[src/cet_pkg.sv]
// package: constants and types for the load-group execution timing block
package cet_pkg;
  // instruction classes of the load and exchange groups
  typedef enum logic [3:0] {
    CET_OP_EX_A_REG  = 4'h0,
    CET_OP_EX_A_MEM  = 4'h1,
    CET_OP_LD_A_REG  = 4'h2,
    CET_OP_LD_A_MEM  = 4'h3,
    CET_OP_ST_A_REG  = 4'h4,
    CET_OP_ST_A_MEM  = 4'h5,
    CET_OP_LD16_IMM  = 4'h6,
    CET_OP_LD16_MEM  = 4'h7,
    CET_OP_LEA_DIR   = 4'h8,
    CET_OP_LEA_IDX   = 4'h9,
    CET_OP_LEA_BIDX  = 4'hA,
    CET_OP_POP_REG   = 4'hB,
    CET_OP_POP_MEM   = 4'hC,
    CET_OP_PUSH_REG  = 4'hD,
    CET_OP_PUSH_MEM  = 4'hE,
    CET_OP_SWAP_BANK = 4'hF
  } cet_op_t;

  // decoded instruction handed from the decoder
  typedef struct packed {
    cet_op_t op;
    logic    flush;
  } cet_instr_t;

  // bus request to memory and i/o
  typedef struct packed {
    logic req;
    logic wr;
  } cet_bus_t;

  localparam logic [3:0] CET_CYC_SWAP  = 4'h2;
  localparam logic [3:0] CET_CYC_LD2   = 4'h2;
  localparam logic [3:0] CET_CYC_LD3   = 4'h3;
  localparam logic [3:0] CET_CYC_EX4   = 4'h4;
  localparam logic [3:0] CET_CYC_EX5   = 4'h5;
  localparam logic [3:0] CET_CYC_LEA5  = 4'h5;
  localparam logic [3:0] CET_CYC_LEA6  = 4'h6;
  localparam logic [3:0] CET_CYC_PUSH8 = 4'h8;
  localparam logic [3:0] CET_CYC_STK9  = 4'h9;

  // bus clock divide select
  localparam logic [1:0] CET_DIV_1     = 2'h0;
  localparam logic [1:0] CET_DIV_2     = 2'h1;
  localparam logic [1:0] CET_DIV_4     = 2'h2;
  localparam int         CET_CLK_MHZ   = 25;
  localparam logic [3:0] CET_WAIT_MAX  = 4'hF;
endpackage

[src/cet_busclk.sv]
// bus clock enable divider and wait-state bus transaction sequencer
`timescale 1ns/10ps
module cet_busclk (
  input  wire logic       clock,
  input  wire logic       sys_rst,
  input  wire logic [1:0] div_sel,
  input  wire logic [3:0] wait_prog,
  input  wire logic       wait_in,
  input  wire logic       start,
  output logic            bus_tick,
  output logic            busy,
  output logic            done
);
  logic [1:0] div_q, div_d;
  logic [1:0] ph_q, ph_d;
  logic [3:0] wcnt_q, wcnt_d;
  typedef enum logic [1:0] {
    CET_BT_IDLE = 2'b00,
    CET_BT_T1   = 2'b01,
    CET_BT_T2   = 2'b10,
    CET_BT_T3   = 2'b11
  } cet_bt_state_t;

  cet_bt_state_t st_q, st_d;  // t2 also carries the wait states
  logic       tick_q, tick_d;
  logic       done_q, done_d;

  always_comb begin
    div_d  = div_q;
    ph_d   = ph_q;
    st_d   = st_q;
    wcnt_d = wcnt_q;
    done_d = 1'b0;
    // divider only changes between transactions, so a transfer never sees a mixed ratio
    if (st_q == CET_BT_IDLE) begin
      div_d = (div_sel == cet_pkg::CET_DIV_4) ? 2'h3 : (div_sel == cet_pkg::CET_DIV_2) ? 2'h1 : 2'h0;
    end
    ph_d   = (ph_q >= div_q) ? 2'h0 : ph_q + 2'h1;
    tick_d = (ph_d == 2'h0);
    if (start && st_q == CET_BT_IDLE) begin
      st_d   = CET_BT_T1;
      wcnt_d = wait_prog;
    end else if (tick_q) begin
      unique case (st_q)
        CET_BT_IDLE: st_d = CET_BT_IDLE;
        CET_BT_T1: st_d = CET_BT_T2;
        CET_BT_T2: begin
          // programmed waits first, then the external wait line extends further
          if (wcnt_q != 4'h0) begin
            wcnt_d = wcnt_q - 4'h1;
          end else if (!wait_in) begin
            st_d = CET_BT_T3;
          end
        end
        CET_BT_T3: begin
          st_d   = CET_BT_IDLE;
          done_d = 1'b1;
        end
      endcase
    end
  end

  always_ff @(posedge clock) begin
    if (sys_rst) begin
      div_q  <= 2'h0;
      ph_q   <= 2'h0;
      st_q   <= CET_BT_IDLE;
      wcnt_q <= 4'h0;
      tick_q <= 1'b0;
      done_q <= 1'b0;
    end else begin
      div_q  <= div_d;
      ph_q   <= ph_d;
      st_q   <= st_d;
      wcnt_q <= wcnt_d;
      tick_q <= tick_d;
      done_q <= done_d;
    end
  end

  assign bus_tick = tick_q;
  assign busy     = (st_q != CET_BT_IDLE);
  assign done     = done_q;

  a_wait_hold: assert property (@(posedge clock) disable iff (sys_rst)
    (st_q == CET_BT_T2 && tick_q && wcnt_q == 4'h0 && wait_in) |=> st_q == CET_BT_T2)
    else $error("wait input did not hold bus transaction");
  a_tick_div1: assert property (@(posedge clock) disable iff (sys_rst)
    (div_q == 2'h0 && $past(div_q) == 2'h0 && !$past(sys_rst)) |-> tick_q)
    else $error("bus tick missing at divide by one");
endmodule // cet_busclk

[src/cet_exec.sv]
// execution stage timing for the load and exchange groups
// How it works
// - flush marks and interrupts discard pipeline contents
// - after flush, stall until next instruction decoded
// - bus clock is cpu clock over 1,2,4
// - wait input and programmed waits stretch transactions
// - time is fixed cycles plus bus transactions
// - exchange accumulator: 4 register, 5 plus read,write
// - load accumulator: 2 register, 3 plus read
// - store accumulator: 3 plus write, register 2
// - 16-bit load: immediate 2, memory 3 plus read
// - effective address: 2, 5, or 6 cycles
// - pop: 9 plus read, memory adds write
// - push: 8 plus write, memory 9 read,write
// - execution competes with prefetch for the bus
`timescale 1ns/10ps
module cet_exec (
  input  wire logic               clock,
  input  wire logic               sys_rst,
  input  wire cet_pkg::cet_instr_t instr,
  input  wire logic               instr_valid,
  input  wire logic               irq_or_trap,
  input  wire logic               prefetch_req,
  input  wire logic [1:0]         div_sel,
  input  wire logic [3:0]         wait_prog,
  input  wire logic               wait_pin,
  output logic                    instr_ready,
  output logic                    pipe_flush,
  output cet_pkg::cet_bus_t       bus_out,
  output logic                    prefetch_grant,
  output logic                    exec_done
);
  typedef enum logic [2:0] {
    CET_ST_IDLE  = 3'b000,
    CET_ST_FIXED = 3'b001,
    CET_ST_RD    = 3'b010,
    CET_ST_WR    = 3'b011,
    CET_ST_REFIL = 3'b100
  } cet_state_t;

  typedef struct packed {
    logic [3:0] cyc;
    logic       rd;
    logic       wr;
  } cet_cost_t;

  // cycle count and bus needs of one instruction class
  function automatic cet_cost_t cost_of(input cet_pkg::cet_op_t op);
    cet_cost_t c;
    c = '{cyc: cet_pkg::CET_CYC_LD2, rd: 1'b0, wr: 1'b0};
    unique case (op)
      cet_pkg::CET_OP_EX_A_REG:  c = '{cet_pkg::CET_CYC_EX4, 1'b0, 1'b0};
      cet_pkg::CET_OP_EX_A_MEM:  c = '{cet_pkg::CET_CYC_EX5, 1'b1, 1'b1};
      cet_pkg::CET_OP_LD_A_REG:  c = '{cet_pkg::CET_CYC_LD2, 1'b0, 1'b0};
      cet_pkg::CET_OP_LD_A_MEM:  c = '{cet_pkg::CET_CYC_LD3, 1'b1, 1'b0};
      cet_pkg::CET_OP_ST_A_REG:  c = '{cet_pkg::CET_CYC_LD2, 1'b0, 1'b0};
      cet_pkg::CET_OP_ST_A_MEM:  c = '{cet_pkg::CET_CYC_LD3, 1'b0, 1'b1};
      cet_pkg::CET_OP_LD16_IMM:  c = '{cet_pkg::CET_CYC_LD2, 1'b0, 1'b0};
      cet_pkg::CET_OP_LD16_MEM:  c = '{cet_pkg::CET_CYC_LD3, 1'b1, 1'b0};
      cet_pkg::CET_OP_LEA_DIR:   c = '{cet_pkg::CET_CYC_LD2, 1'b0, 1'b0};
      cet_pkg::CET_OP_LEA_IDX:   c = '{cet_pkg::CET_CYC_LEA5, 1'b0, 1'b0};
      cet_pkg::CET_OP_LEA_BIDX:  c = '{cet_pkg::CET_CYC_LEA6, 1'b0, 1'b0};
      cet_pkg::CET_OP_POP_REG:   c = '{cet_pkg::CET_CYC_STK9, 1'b1, 1'b0};
      cet_pkg::CET_OP_POP_MEM:   c = '{cet_pkg::CET_CYC_STK9, 1'b1, 1'b1};
      cet_pkg::CET_OP_PUSH_REG:  c = '{cet_pkg::CET_CYC_PUSH8, 1'b0, 1'b1};
      cet_pkg::CET_OP_PUSH_MEM:  c = '{cet_pkg::CET_CYC_STK9, 1'b1, 1'b1};
      cet_pkg::CET_OP_SWAP_BANK: c = '{cet_pkg::CET_CYC_SWAP, 1'b0, 1'b0};
    endcase
    return c;
  endfunction

  // three-stage pin synchroniser for the external wait line
  logic [2:0] wsync_q, wsync_d;
  logic       wait_q, wait_d;

  cet_state_t st_q, st_d;
  logic [3:0] cnt_q, cnt_d;
  logic       need_rd_q, need_rd_d;
  logic       need_wr_q, need_wr_d;
  logic       flush_q, flush_d;
  logic       ready_q, ready_d;
  logic       done_q, done_d;
  logic       req_q, req_d;
  logic       wr_q, wr_d;
  logic       grant_q, grant_d;
  logic       flush_pend_q, flush_pend_d;
  logic       bt_start;
  logic       bt_busy;
  logic       bt_done;
  cet_cost_t  cost;

  cet_busclk cet_busclk_i (
    .clock     (clock),
    .sys_rst   (sys_rst),
    .div_sel   (div_sel),
    .wait_prog (wait_prog),
    .wait_in   (wait_q),
    .start     (bt_start),
    .bus_tick  (),
    .busy      (bt_busy),
    .done      (bt_done)
  );

  always_comb begin
    wsync_d = {wsync_q[1:0], wait_pin};
    // a change counts only once stages two and three agree
    wait_d  = (wsync_q[2] == wsync_q[1]) ? wsync_q[2] : wait_q;
  end

  assign cost     = cost_of(instr.op);
  assign bt_start = (st_q == CET_ST_RD || st_q == CET_ST_WR) && !bt_busy && !bt_done;

  always_comb begin
    st_d         = st_q;
    cnt_d        = cnt_q;
    need_rd_d    = need_rd_q;
    need_wr_d    = need_wr_q;
    flush_d      = 1'b0;
    ready_d      = 1'b0;
    done_d       = 1'b0;
    req_d        = req_q;
    wr_d         = wr_q;
    flush_pend_d = flush_pend_q;
    if (irq_or_trap) begin
      flush_d = 1'b1;
      st_d    = CET_ST_REFIL;
      req_d   = 1'b0;
    end else begin
      unique case (st_q)
        CET_ST_IDLE: begin
          if (instr_valid) begin
            // counting starts the cycle after the decoded instruction is taken, when instr_ready is high
            ready_d      = 1'b1;
            cnt_d        = cost.cyc - 4'h1;
            need_rd_d    = cost.rd;
            need_wr_d    = cost.wr;
            flush_pend_d = instr.flush;
            st_d         = CET_ST_FIXED;
          end
        end
        CET_ST_FIXED: begin
          if (cnt_q != 4'h0) begin
            cnt_d = cnt_q - 4'h1;
          end else if (need_rd_q) begin
            st_d  = CET_ST_RD;
            req_d = 1'b1;
            wr_d  = 1'b0;
          end else if (need_wr_q) begin
            st_d  = CET_ST_WR;
            req_d = 1'b1;
            wr_d  = 1'b1;
          end else begin
            done_d  = 1'b1;
            flush_d = flush_pend_q;
            st_d    = flush_pend_q ? CET_ST_REFIL : CET_ST_IDLE;
          end
        end
        CET_ST_RD: begin
          if (bt_done) begin
            need_rd_d = 1'b0;
            wr_d      = 1'b1;
            req_d     = need_wr_q;
            st_d      = need_wr_q ? CET_ST_WR : CET_ST_FIXED;
          end
        end
        CET_ST_WR: begin
          if (bt_done) begin
            need_wr_d = 1'b0;
            req_d     = 1'b0;
            st_d      = CET_ST_FIXED;
          end
        end
        CET_ST_REFIL: begin
          // refill time is outside the counted cycles
          req_d = 1'b0;
          if (instr_valid) begin
            st_d = CET_ST_IDLE;
          end
        end
        default: st_d = CET_ST_IDLE;
      endcase
    end
    // prefetch is shut out from the edge a transfer request is raised, not one cycle late
    grant_d      = prefetch_req && !req_d && !bt_busy && !bt_start && st_q != CET_ST_RD && st_q != CET_ST_WR;
  end

  always_ff @(posedge clock) begin
    if (sys_rst) begin
      wsync_q      <= 3'h0;
      wait_q       <= 1'b0;
      st_q         <= CET_ST_IDLE;
      cnt_q        <= 4'h0;
      need_rd_q    <= 1'b0;
      need_wr_q    <= 1'b0;
      flush_q      <= 1'b0;
      ready_q      <= 1'b0;
      done_q       <= 1'b0;
      req_q        <= 1'b0;
      wr_q         <= 1'b0;
      grant_q      <= 1'b0;
      flush_pend_q <= 1'b0;
    end else begin
      wsync_q      <= wsync_d;
      wait_q       <= wait_d;
      st_q         <= st_d;
      cnt_q        <= cnt_d;
      need_rd_q    <= need_rd_d;
      need_wr_q    <= need_wr_d;
      flush_q      <= flush_d;
      ready_q      <= ready_d;
      done_q       <= done_d;
      req_q        <= req_d;
      wr_q         <= wr_d;
      grant_q      <= grant_d;
      flush_pend_q <= flush_pend_d;
    end
  end

  assign instr_ready    = ready_q;
  assign pipe_flush     = flush_q;
  assign bus_out        = '{req: req_q, wr: wr_q};
  assign prefetch_grant = grant_q;
  assign exec_done      = done_q;

  a_irq_flush: assert property (@(posedge clock) disable iff (sys_rst)
    irq_or_trap |=> pipe_flush && st_q == CET_ST_REFIL)
    else $error("interrupt did not flush pipeline");
  a_refill_stall: assert property (@(posedge clock) disable iff (sys_rst)
    (st_q == CET_ST_REFIL && !instr_valid && !irq_or_trap) |=> st_q == CET_ST_REFIL && !exec_done)
    else $error("execution left refill before decode");
  a_lea_base_six: assert property (@(posedge clock) disable iff (sys_rst)
    (st_q == CET_ST_IDLE && instr_valid && instr.op == cet_pkg::CET_OP_LEA_BIDX && !irq_or_trap)
    ##1 !irq_or_trap [*6] |=> exec_done)
    else $error("base index address load not six cycles");
  a_ld_reg_two: assert property (@(posedge clock) disable iff (sys_rst)
    (st_q == CET_ST_IDLE && instr_valid && instr.op == cet_pkg::CET_OP_LD_A_REG && !irq_or_trap)
    ##1 !irq_or_trap [*2] |-> !exec_done ##1 exec_done)
    else $error("register load to accumulator not two cycles");
  a_ex_reg_four: assert property (@(posedge clock) disable iff (sys_rst)
    (st_q == CET_ST_IDLE && instr_valid && instr.op == cet_pkg::CET_OP_EX_A_REG && !irq_or_trap)
    ##1 !irq_or_trap [*4] |=> exec_done)
    else $error("register exchange not four cycles");
  a_read_first: assert property (@(posedge clock) disable iff (sys_rst)
    (bus_out.req && bus_out.wr && need_rd_q) |-> 1'b0)
    else $error("write issued before pending read");
  a_grant_excl: assert property (@(posedge clock) disable iff (sys_rst)
    prefetch_grant |-> $past(st_q) != CET_ST_RD && $past(st_q) != CET_ST_WR)
    else $error("prefetch granted during execution transfer");
  a_push_write: assert property (@(posedge clock) disable iff (sys_rst)
    (st_q == CET_ST_IDLE && instr_valid && instr.op == cet_pkg::CET_OP_PUSH_REG && !irq_or_trap)
    ##1 !irq_or_trap [*8] |=> st_q == CET_ST_WR)
    else $error("push write not after eight cycles");
  a_pop_read: assert property (@(posedge clock) disable iff (sys_rst)
    (st_q == CET_ST_IDLE && instr_valid && instr.op == cet_pkg::CET_OP_POP_REG && !irq_or_trap)
    ##1 !irq_or_trap [*8] |-> ##2 (st_q == CET_ST_RD || irq_or_trap || $past(irq_or_trap)))
    else $error("pop read not after nine cycles");
  a_store_mem: assert property (@(posedge clock) disable iff (sys_rst)
    (st_q == CET_ST_IDLE && instr_valid && instr.op == cet_pkg::CET_OP_ST_A_MEM && !irq_or_trap)
    ##1 !irq_or_trap [*3] |=> st_q == CET_ST_WR && bus_out.wr)
    else $error("store write not after three cycles");
  a_ld16_imm: assert property (@(posedge clock) disable iff (sys_rst)
    (st_q == CET_ST_IDLE && instr_valid && instr.op == cet_pkg::CET_OP_LD16_IMM && !irq_or_trap)
    ##1 !irq_or_trap [*2] |=> exec_done)
    else $error("16-bit immediate load not two cycles");
endmodule // cet_exec

[config.mk]
export PLATFORM = sky130hd
export DESIGN_NAME = cet_exec
export DESIGN_NICKNAME = d
export VERILOG_FILES = /design/src/cet_pkg.sv /design/src/cet_busclk.sv /design/src/cet_exec.sv
export SDC_FILE = /design/constraint.sdc
export NUM_CORES = 1
export LEC_CHECK = 0
export ABC_AREA = 1
export BUFFER_PORTS_ARGS = -buffer_cell sky130_fd_sc_hd__buf_2
export CORE_ASPECT_RATIO = 0.6
export CORE_MARGIN = 2
export CORE_UTILIZATION = 43
export DETAILED_ROUTE_END_ITERATION = 8
export PLACE_DENSITY = 0.61
export SETUP_SLACK_MARGIN = 0.15
export SKIP_LAST_GASP = 1
export SLEW_MARGIN = 25
export SYNTH_ARGS = -nofsm -noshare
export SYNTH_HDL_FRONTEND = slang
export SYNTH_SLANG_ARGS = --single-unit
[constraint.sdc]
create_clock -name clock -period 3.2 [get_ports clock]
set_input_delay 0 -clock clock [delete_from_list [all_inputs] [get_ports clock]]
set_output_delay 0 -clock clock [all_outputs]
set_load 0.01 [all_outputs]
==> results of run 1 <==
[tightest hold or removal path, stage by stage]
cell,delay (ns)
buf_2,0.10
nand4_1,0.09
a21oi_1,0.05
[cells in the mapped netlist]
| cell type | number |
|---|---|
| nand2_2 | 3 |
| inv_2 | 4 |
| buf_1 | 1 |
| nand4_2 | 2 |
| xor2_1 | 1 |
| nand3_2 | 1 |
| or2_2 | 1 |
| clkinv_2 | 1 |
| nor2_1 | 44 |
| and3_1 | 1 |
| nor2_4 | 1 |
| nand2_1 | 46 |
| nand3_1 | 13 |
| nor2_2 | 2 |
| o21ai_0 | 19 |
| o211ai_1 | 1 |
| buf_4 | 2 |
| clkbuf_2 | 1 |
| ha_1 | 13 |
| inv_1 | 45 |
| o21ai_1 | 2 |
| nor3_1 | 4 |
| clkbuf_1 | 1 |
| a31oi_1 | 4 |
| nand4_1 | 3 |
| xnor2_1 | 1 |
| o211a_1 | 1 |
| nor4_1 | 1 |
| dfxtp_1 | 32 |
| a211oi_1 | 3 |
| a21oi_1 | 20 |
[routing by layer]
| metal | wire, um | vias up | part of all wire [%] |
|---|---|---|---|
| li1 | - | 925 | - |
| met1 | 2480 | 693 | 59 |
| met2 | 1420 | 53 | 33 |
| met3 | 319 | 4 | 7.5 |
| met4 | 21 | 0 | 0.50 |
| met5 | 0 | - | 0 |
[worst max path at each step]
stage	depth (start not counted)	slack, ns	startpoint	end
2_1_floorplan	8	1.75	st_q[2]$_SDFFE_PP0P_	cnt_q[2]$_SDFFE_PP0P_
3_3_place_gp	9	1.64	st_q[0]$_SDFFE_PP0P_	st_q[2]$_SDFFE_PP0P_
3_5_place_dp	8	1.62	st_q[2]$_SDFFE_PP0P_	cnt_q[2]$_SDFFE_PP0P_
4_1_cts	8	1.60	st_q[2]$_SDFFE_PP0P_	cnt_q[2]$_SDFFE_PP0P_
5_1_grt	7	1.32	cet_busclk_i.st_q[0]$_SDFFE_PP0P_	cet_busclk_i.wcnt_q[2]$_SDFFE_PP0P_
6_report	8	1.60	st_q[2]$_SDFFE_PP0P_	cnt_q[2]$_SDFFE_PP0P_
[per-stage QoR]
stage	instance area [um^2]	worst slack, ns	utilization, %	hold slack, ns
final	2160	1.60	52.4	0.00360
after CTS	2160	1.60	52.4	0.00243
after detailed placement	2000	1.62	48.6	0.207
after global placement	2000	1.64	48.6	0.198
after floorplan	1850	1.75	-	0.107
after global routing	2160	1.32	52.4	0.0167
[state kept, by name, summed over array words and instances (netlist names)]
name,count
exec_done,1
req_q,1
cet_busclk_i.div_q,2
wsync_q,3
st_q,3
cnt_q,4
cet_busclk_i.st_q,2
need_wr_q,1
instr_ready,1
prefetch_grant,1
wr_q,1
flush_pend_q,1
cet_busclk_i.ph_q,2
need_rd_q,1
pipe_flush,1
wait_q,1
cet_busclk_i.done,1
cet_busclk_i.bus_tick,1
cet_busclk_i.wcnt_q,4
[repair_timing]
action,4_1_cts,5_1_grt
setup buffers,0,0
endpoints found under the hold margin,3,0
hold buffers,3,0
[cell families (layout without fill, tap and decap cells)]
group	count (synthesis)	after routing	share of synthesized area (%)
AOI/OAI and AO/OA	50	50	14.6
xor gates and xnor gates	2	2	0.949
adders and majority gates	13	13	8.81
buffers and inverters	55	83	11.7
DFF	32	32	34.7
and+or+nand+nor	122	122	29.2
[power groups by stage]
stage / combinational (mW) / sequential, mW / clock (mW)
2_1_floorplan: 0.176 / 0.460 / 0
3_3_place_gp: 0.236 / 0.465 / 0
3_5_place_dp: 0.232 / 0.465 / 0
4_1_cts: 0.236 / 0.456 / 0.436
5_1_grt: 0.279 / 0.463 / 0.460
6_report: 0.238 / 0.457 / 0.434
[final cells by class]
cell class                      count  area [um^2]  area share (%)
Clock buffer                        7         96.3            4.46
Tap cell                           60         75.1            3.48
Sequential cell                    32          641            29.7
Timing Repair Buffer               25          140            6.49
Multi-Input combinational cell    187          988            45.8
Inverter                           50          189            8.75
Clock inverter                      1         30.0            1.39
==> flow_metrics.tcl, run 1 <==
set metrics [dict create \
    status "complete, no violations" \
    r2r_end "cnt_q[2]$_SDFFE_PP0P_" \
    placedCellCount 351 \
    core_area_um2 4120 \
    whs_endpoint "prefetch_grant$_SDFF_PP0_" \
    clock-root-buffer "clkbuf_8" \
    place_hpwl_um 3230 \
    tns_ns 0 \
    grt_pass1_wl_um 7270 \
    io_pins 23 \
    power.share.switching_pct 29.5 \
    path_class "flop to flop" \
    busiest_layer "met1" \
    path_delay_family "simple AND/OR/NAND/NOR gates" \
    pwr_density_cell_nw_per_um2 523 \
    clockBufferDepth 2 \
    ir_drop_mv 0.251 \
    grtUsageMet3_pct 8.60 \
    yosysSeqAreaShare_pct 34.7 \
    grt_max_degree 17 \
    rows 18 \
    critical-path-slowest-cell "dfxtp_1" \
    gp_congestion 1.05 \
    drt_iter0_drc 84 \
    wirelength_um 4230 \
    final_common_cell "nand2_1" \
    wire_per_inst_um 11.7 \
    internal_power_mw 0.796 \
    cts_resized 0 \
    cp_slowest_stage_delay_ns 0.34 \
    fillerInstances 413 \
    first_global_vias 1543 \
    clockPowerShare_pct 38.4 \
    reg2reg_from "st_q[2]$_SDFFE_PP0P_" \
    fin_crit_sh_pct 49.9 \
    crit_path_cell_trace "nor2_1 -> nand2_2 -> nor2_1 -> nor2_2 -> ha_1 -> xor2_1 -> o21ai_0 -> inv_1" \
    route.detailed.drc 0 \
    comb_power_share_pct 21.1 \
    synthTopCellsByArea "dfxtp_1 35%, nand2_1 9.4%, inv_1 9.2%, nor2_1 8.9%, ha_1 8.8%" \
    worstPathRequired_ns 3.38 \
    drt_first_pass_iters 4 \
    arrival_ns 1.78 \
    fin_crit_ns 1.60 \
    postRouteAntennaNets 0 \
    startpoint_type "flop" \
    yosys.area.top_type "dfxtp_1" \
    diodes 0 \
    synth_nets 304 \
    rsz0062_at_grt "no" \
    syn_avg_cell_area_um2 6.74 \
    synth_top_area_share_pct 34.7 \
    antenna_found_initial 0 \
    crit_path_frequent_cell "nor2_1" \
    grt_use_met2_pct 27.6 \
    finalNonFillerCells 362 \
    cts_made_buffers 5 \
    drive_gt1_share_pct 14.9 \
    crit_fanout 9 \
    clk_pin_slew_ns 0.07 \
    gr-total-overflow 0 \
    hold_class "input pin to flop" \
    nets 331 \
    insertion_delay_ns 0.28 \
    syn2layout_area_growth_pct 17.0 \
    synthCells 274 \
    finalSetupViolCount 0 \
    drv_cap 0 \
    h-tree-depth 2 \
    yosys_register_bits 32 \
    grt_usage_pct 20.3 \
    switchingPower_mw 0.333 \
    cp_num_buf_inv 1 \
    pwr-share-seq_pct 40.4 \
    yosysWarnings 0 \
    hold_viol 0 \
    hold_depth 3 \
    syn_area_um2 1850 \
    via_per_inst 4.63 \
    p_leak_nw 1.07 \
    fmax_ghz 0.626 \
    die_w_um 88.6 \
    layout.cells.most_common_list "46 x nand2_1, 45 x inv_1, 44 x nor2_1" \
    worst_pin_slew_ns 0.417 \
    synth.distinct_cells 31 \
    die_h_um 54.7 \
    cts.sinks 32 \
    portBuffers 22 \
    critPathCaptureType "flop" \
    cts_tree "done" \
    clock_skew_ns 0.00778 \
    hp-start "prefetch_req" \
    power_mw 1.13 \
    maxSlewViolCount 0 \
    grt_use_met1_pct 29.7 \
    start_util_pct 44.8 \
    r2r_slack_ns 1.60 \
    die_area_um2 4850 \
    r2r_cells 8 \
    slew_headroom_pct 72.2 \
    vias 1675 \
]
No activity file was read; power rests on OpenSTA's default activity.
==> inputs of run 2 (changes only) <==
Clock period 3.2 ns to 1.6 ns, I/O delays scaled along.
==> run 2 against run 1 <==
Effect of this change: sequential share of layout area down 3.0 points; critical endpoint unchanged; clock power increased by 95%; maximum frequency grew 6.7%; routed wire length grew 11%; largest cell class unchanged; sequential power rose by 100%.
==> flow_metrics.tcl, run 2 (same netlist as run 1, synthesis figures left out) <==
set metrics [dict create \
    final_cell_area_um2 2460 \
    critical-path-slowest-cell "dfxtp_4" \
    cts_made_buffers 5 \
    ir_drop_mv 0.510 \
    nets 346 \
    wirelength_um 4720 \
    postRouteAntennaNets 0 \
    drt_first_pass_iters 4 \
    tns_ns 0 \
    grt_usage_pct 20.0 \
    critPathCaptureType "flop" \
    pwr_density_cell_nw_per_um2 976 \
    hold_viol 0 \
    start_util_pct 44.8 \
    path_delay_family "simple AND/OR/NAND/NOR gates" \
    fin_crit_sh_pct 93.6 \
    die_h_um 54.7 \
    status "complete, no violations" \
    drt_iter0_drc 110 \
    worstPathRequired_ns 1.77 \
    worst_slack_ns 0.102 \
    route.detailed.drc 0 \
    crit_fanout 4 \
    largestRegisters "cet_busclk_i.wcnt_q x4, cnt_q x4" \
    vias 1828 \
    via_per_inst 4.85 \
    core_area_um2 4120 \
    arrival_ns 1.67 \
    io_pins 23 \
    clock_skew_ns 0.00906 \
    hold_class "input pin to flop" \
    h-tree-depth 2 \
    cp_slowest_stage_delay_ns 0.37 \
    final_common_cell "inv_1" \
    place_hpwl_um 3360 \
    diodes 0 \
    drive_gt1_share_pct 30.3 \
    cts.sinks 32 \
    gp_congestion 0.981 \
    finalSetupViolCount 0 \
    slew_headroom_pct 72.8 \
    clk_pin_slew_ns 0.07 \
    fmax_ghz 0.668 \
    die_area_um2 4850 \
    antenna_found_initial 0 \
    startpoint_type "flop" \
    drv_cap 0 \
    rsz0062_at_grt "yes" \
    crit_path_cell_trace "inv_4 -> nand2_4 -> nor2_4 -> nor2_2 -> nand2_2 -> nand2_4 -> ha_2 -> xor2_1 -> o21ai_1 -> inv_1" \
    insertion_delay_ns 0.28 \
    path_class "flop to flop" \
    place_area_um2 2050 \
    p_leak_nw 1.17 \
    dp_slack_ns 0.0222 \
    clock-root-buffer "clkbuf_8" \
    worst_pin_slew_ns 0.407 \
    wire_per_inst_um 12.5 \
    grt_pass1_wl_um 7210 \
    portBuffers 22 \
    fin_crit_ns 1.50 \
    layout.cells.most_common_list "41 x inv_1, 39 x nor2_1, 38 x nand2_1" \
    cts_tree "done" \
    fillerInstances 388 \
    rows 18 \
    grt_max_degree 17 \
    cp_num_buf_inv 2 \
    gr-total-overflow 0 \
    crit_path_frequent_cell "nand2_4" \
    syn2layout_area_growth_pct 33.4 \
    maxSlewViolCount 0 \
    die_w_um 88.6 \
    holdWs_ns 0.0129 \
    first_global_vias 1547 \
    clockBufferDepth 2 \
]
==> run 2: cell types whose count changed in the layout (fill, tap and decap cells not counted), sizes merged <==
cell | previous run | this run
inv | 49 | 50
dlygate4sd3 | 3 | 4
buf | 22 | 36
clkinv | 1 | 0
==> run 2: worst paths after layout <==
check / start / to / slack (ns) / depth (start not counted)
min: div_sel[1] / cet_busclk_i.div_q[0]$_SDFFE_PP0N_ / 0.01 / 3
max reg2reg: st_q[1]$_SDFFE_PP0P_ / cnt_q[2]$_SDFFE_PP0P_ / 0.10 / 10
min reg2reg: wsync_q[0]$_SDFF_PP0_ / wsync_q[1]$_SDFF_PP0_ / 0.40 / 2
max: st_q[1]$_SDFFE_PP0P_ / cnt_q[2]$_SDFFE_PP0P_ / 0.10 / 10
==> run 2: through the flow <==
stage               cells  utilization [%]  power [mW]
CTS                   372             54.7        2.30
global placement      357             49.7        1.43
detailed placement    357             49.7        1.42
finish                377             59.7        2.40
floorplan             274                -        1.27
global route          377             59.7        2.55
==> run 2: layer usage <==
layer | GRT usage (%) | vias up | part of all wire (%)
met5 | 0 | - | 0
li1 | - | 965 | -
met2 | 25.8 | 61 | 39
met4 | 4.55 | 0 | 0.15
met1 | 31.1 | 800 | 52
met3 | 6.49 | 2 | 8.9
==> run 2: final cells by class <==
| class | count | area [um^2] | area share, % |
|---|---|---|---|
| clock buffer | 7 | 96.3 | 3.91 |
| clock inverter | 1 | 30.0 | 1.22 |
| inverter | 50 | 198 | 8.03 |
| multi-input combinational | 187 | 1140 | 46.3 |
| sequential | 32 | 656 | 26.6 |
| tap | 60 | 75.1 | 3.05 |
| timing repair buffer | 40 | 267 | 10.8 |
==> run 2: worst register-to-register path: stages (launching register included) <==
cell	delay (ns)
dfxtp_4	0.37
inv_4	0.08
nand2_4	0.06
nor2_4	0.14
nor2_2	0.05
nand2_2	0.08
nand2_4	0.06
ha_2	0.17
xor2_1	0.16
o21ai_1	0.17
inv_1	0.05
==> run 2: where the power goes <==
part / switching, mW / internal (mW)
clock network: 0.296 / 0.549
registers: 0.0556 / 0.867
logic: 0.372 / 0.263
==> run 2: timing repair <==
action | CTS | global route
gates resized for setup | 7 | 55
setup buffers | 3 | 5
hold buffers | 4 | 0
endpoints found under the setup margin | 9 | 20
hold endpoints to repair | 4 | 0
pin swaps | 2 | 12
==> inputs of run 3 (changes only) <==
Settings changed: PLACE_DENSITY 0.61 to unset.
==> run 3 against run 2 <==
Effect of this change: combinational power down 8.2%; utilization down 2.2 points; global-route usage is 0.28 points higher; die area unchanged; maximum frequency rose by 4.7%; largest power group unchanged; highest routed layer unchanged.
==> flow_metrics.tcl, run 3 (same netlist as run 1, synthesis figures left out) <==
set metrics [dict create \
    status "complete, no violations" \
    busiest_layer "met1" \
    whs_endpoint "cet_busclk_i.div_q[0]$_SDFFE_PP0N_" \
    wire_per_inst_um 12.3 \
    hold_depth 3 \
    syn2layout_area_growth_pct 28.5 \
    final_common_cell "inv_1" \
    grt_max_degree 14 \
    diodes 0 \
    reg2reg_from "st_q[1]$_SDFFE_PP0P_" \
    clock_skew_ns 0.00621 \
    cts_made_buffers 5 \
    finalNonFillerCells 371 \
    startpoint_type "flop" \
    clockPowerShare_pct 33.6 \
    pwr-share-seq_pct 40.7 \
    finalSetupViolCount 0 \
    dp_slack_ns 0.0629 \
    gr-total-overflow 0 \
    internal_power_mw 1.56 \
    drt_iter0_drc 88 \
    crit_fanout 4 \
    hp-start "div_sel[1]" \
    worst_pin_slew_ns 0.416 \
    wirelength_um 4550 \
    grt_use_met1_pct 31.4 \
    ir_drop_mv 0.576 \
    comb_power_share_pct 25.7 \
    h-tree-depth 2 \
    place_area_um2 2030 \
    worst_slack_ns 0.170 \
    fin_crit_sh_pct 89.4 \
    hold_viol 0 \
    cts_tree "done" \
    io_pins 23 \
    core_area_um2 4120 \
    grt_use_met2_pct 25.4 \
    path_class "flop to flop" \
    first_global_vias 1518 \
    insertion_delay_ns 0.29 \
    cts.sinks 32 \
    place_hpwl_um 3330 \
    grt_usage_pct 20.3 \
    gp_congestion 0.953 \
    fillerInstances 423 \
    maxSlewViolCount 0 \
    power_mw 2.27 \
    switchingPower_mw 0.712 \
    arrival_ns 1.60 \
    critPathCaptureType "flop" \
    route.detailed.drc 0 \
    p_leak_nw 1.13 \
    largestRegisters "cet_busclk_i.wcnt_q x4, cnt_q x4" \
    drive_gt1_share_pct 27.0 \
    grtUsageMet3_pct 8.14 \
    grt_pass1_wl_um 7250 \
    fin_crit_ns 1.43 \
    clockBufferDepth 2 \
    vias 1776 \
    portBuffers 22 \
    clk_pin_slew_ns 0.07 \
    start_util_pct 44.8 \
    r2r_slack_ns 0.17 \
    worstPathRequired_ns 1.77 \
    fmax_ghz 0.699 \
    pwr_density_cell_nw_per_um2 959 \
    placedCellCount 354 \
    layout.cells.most_common_list "41 x inv_1, 40 x nand2_1, 38 x nor2_1" \
    r2r_cells 9 \
    rsz0062_at_grt "yes" \
    final_cell_area_um2 2370 \
    nets 340 \
    r2r_end "prefetch_grant$_SDFF_PP0_" \
    drt_first_pass_iters 4 \
    hold_class "input pin to flop" \
    clock-root-buffer "clkbuf_8" \
    tns_ns 0 \
    power.share.switching_pct 31.3 \
    die_area_um2 4850 \
    rows 18 \
    slew_headroom_pct 72.3 \
    antenna_found_initial 0 \
    via_per_inst 4.79 \
    postRouteAntennaNets 0 \
    die_w_um 88.6 \
    die_h_um 54.7 \
    drv_cap 0 \
]
run 3: changes by cell type in the layout (fill, tap and decap cells not counted), sizes merged:
cell,change
buf,-7
clkbuf,-1
clkinv,+1
dlygate4sd3,+1
run 3: timing repair:
| action | CTS | global route |
|---|---|---|
| hold buffers | 5 | 0 |
| setup endpoints to repair | 5 | 18 |
| buffers inserted | 2 | 2 |
| pin swaps | 2 | 12 |
| hold endpoints to repair | 5 | 0 |
| gates resized for setup | 10 | 43 |
run 3: metrics by stage:
step	hold slack [ns]	util, %
6_report	0.0222	57.5
5_1_grt	0.0412	57.5
4_1_cts	0.0187	53.9
3_5_place_dp	0.209	49.2
3_3_place_gp	0.199	49.2
2_1_floorplan	0.107	-
run 3: worst max-delay path, cell delays in order (launching register included):
cell	delay [ns]
dfxtp_4	0.39
inv_4	0.05
nor2_1	0.16
nand2_1	0.15
inv_1	0.10
nand2_1	0.08
a21oi_1	0.18
nor2_1	0.08
nand2_1	0.07
a21oi_1	0.06
run 3: power groups by stage:
stage / clock network [mW] / logic [mW] / registers (mW)
final: 0.764 / 0.584 / 0.926
after global routing: 0.823 / 0.669 / 0.934
after CTS: 0.778 / 0.505 / 0.916
after detailed placement: 0 / 0.480 / 0.931
after global placement: 0 / 0.484 / 0.931
after floorplan: 0 / 0.352 / 0.921
run 3: cell type report:
class | instances | area [um^2] | area share, %
clock inverter | 2 | 35.0 | 1.48
multi-input combinational | 187 | 1120 | 47.2
timing repair buffer | 34 | 216 | 9.13
clock buffer | 6 | 72.6 | 3.06
inverter | 50 | 198 | 8.34
tap | 60 | 75.1 | 3.17
sequential | 32 | 656 | 27.7
run 3: per-layer routing:
layer	vias to the layer above	routed length [um]
met4	0	31
met1	775	2490
met5	-	0
met2	48	1690
met3	7	335
li1	946	-
run 3: worst max path at each step:
stage	from	endpoint	cells past startpoint
finish	st_q[1]$_SDFFE_PP0P_	prefetch_grant$_SDFF_PP0_	9
CTS	st_q[1]$_SDFFE_PP0P_	cnt_q[2]$_SDFFE_PP0P_	10
detailed placement	st_q[0]$_SDFFE_PP0P_	cnt_q[2]$_SDFFE_PP0P_	9
global route	st_q[1]$_SDFFE_PP0P_	req_q$_SDFF_PP0_	8
floorplan	st_q[2]$_SDFFE_PP0P_	cnt_q[2]$_SDFFE_PP0P_	8
global placement	cet_busclk_i.wcnt_q[0]$_SDFFE_PP0P_	cet_busclk_i.wcnt_q[3]$_SDFFE_PP0P_	8
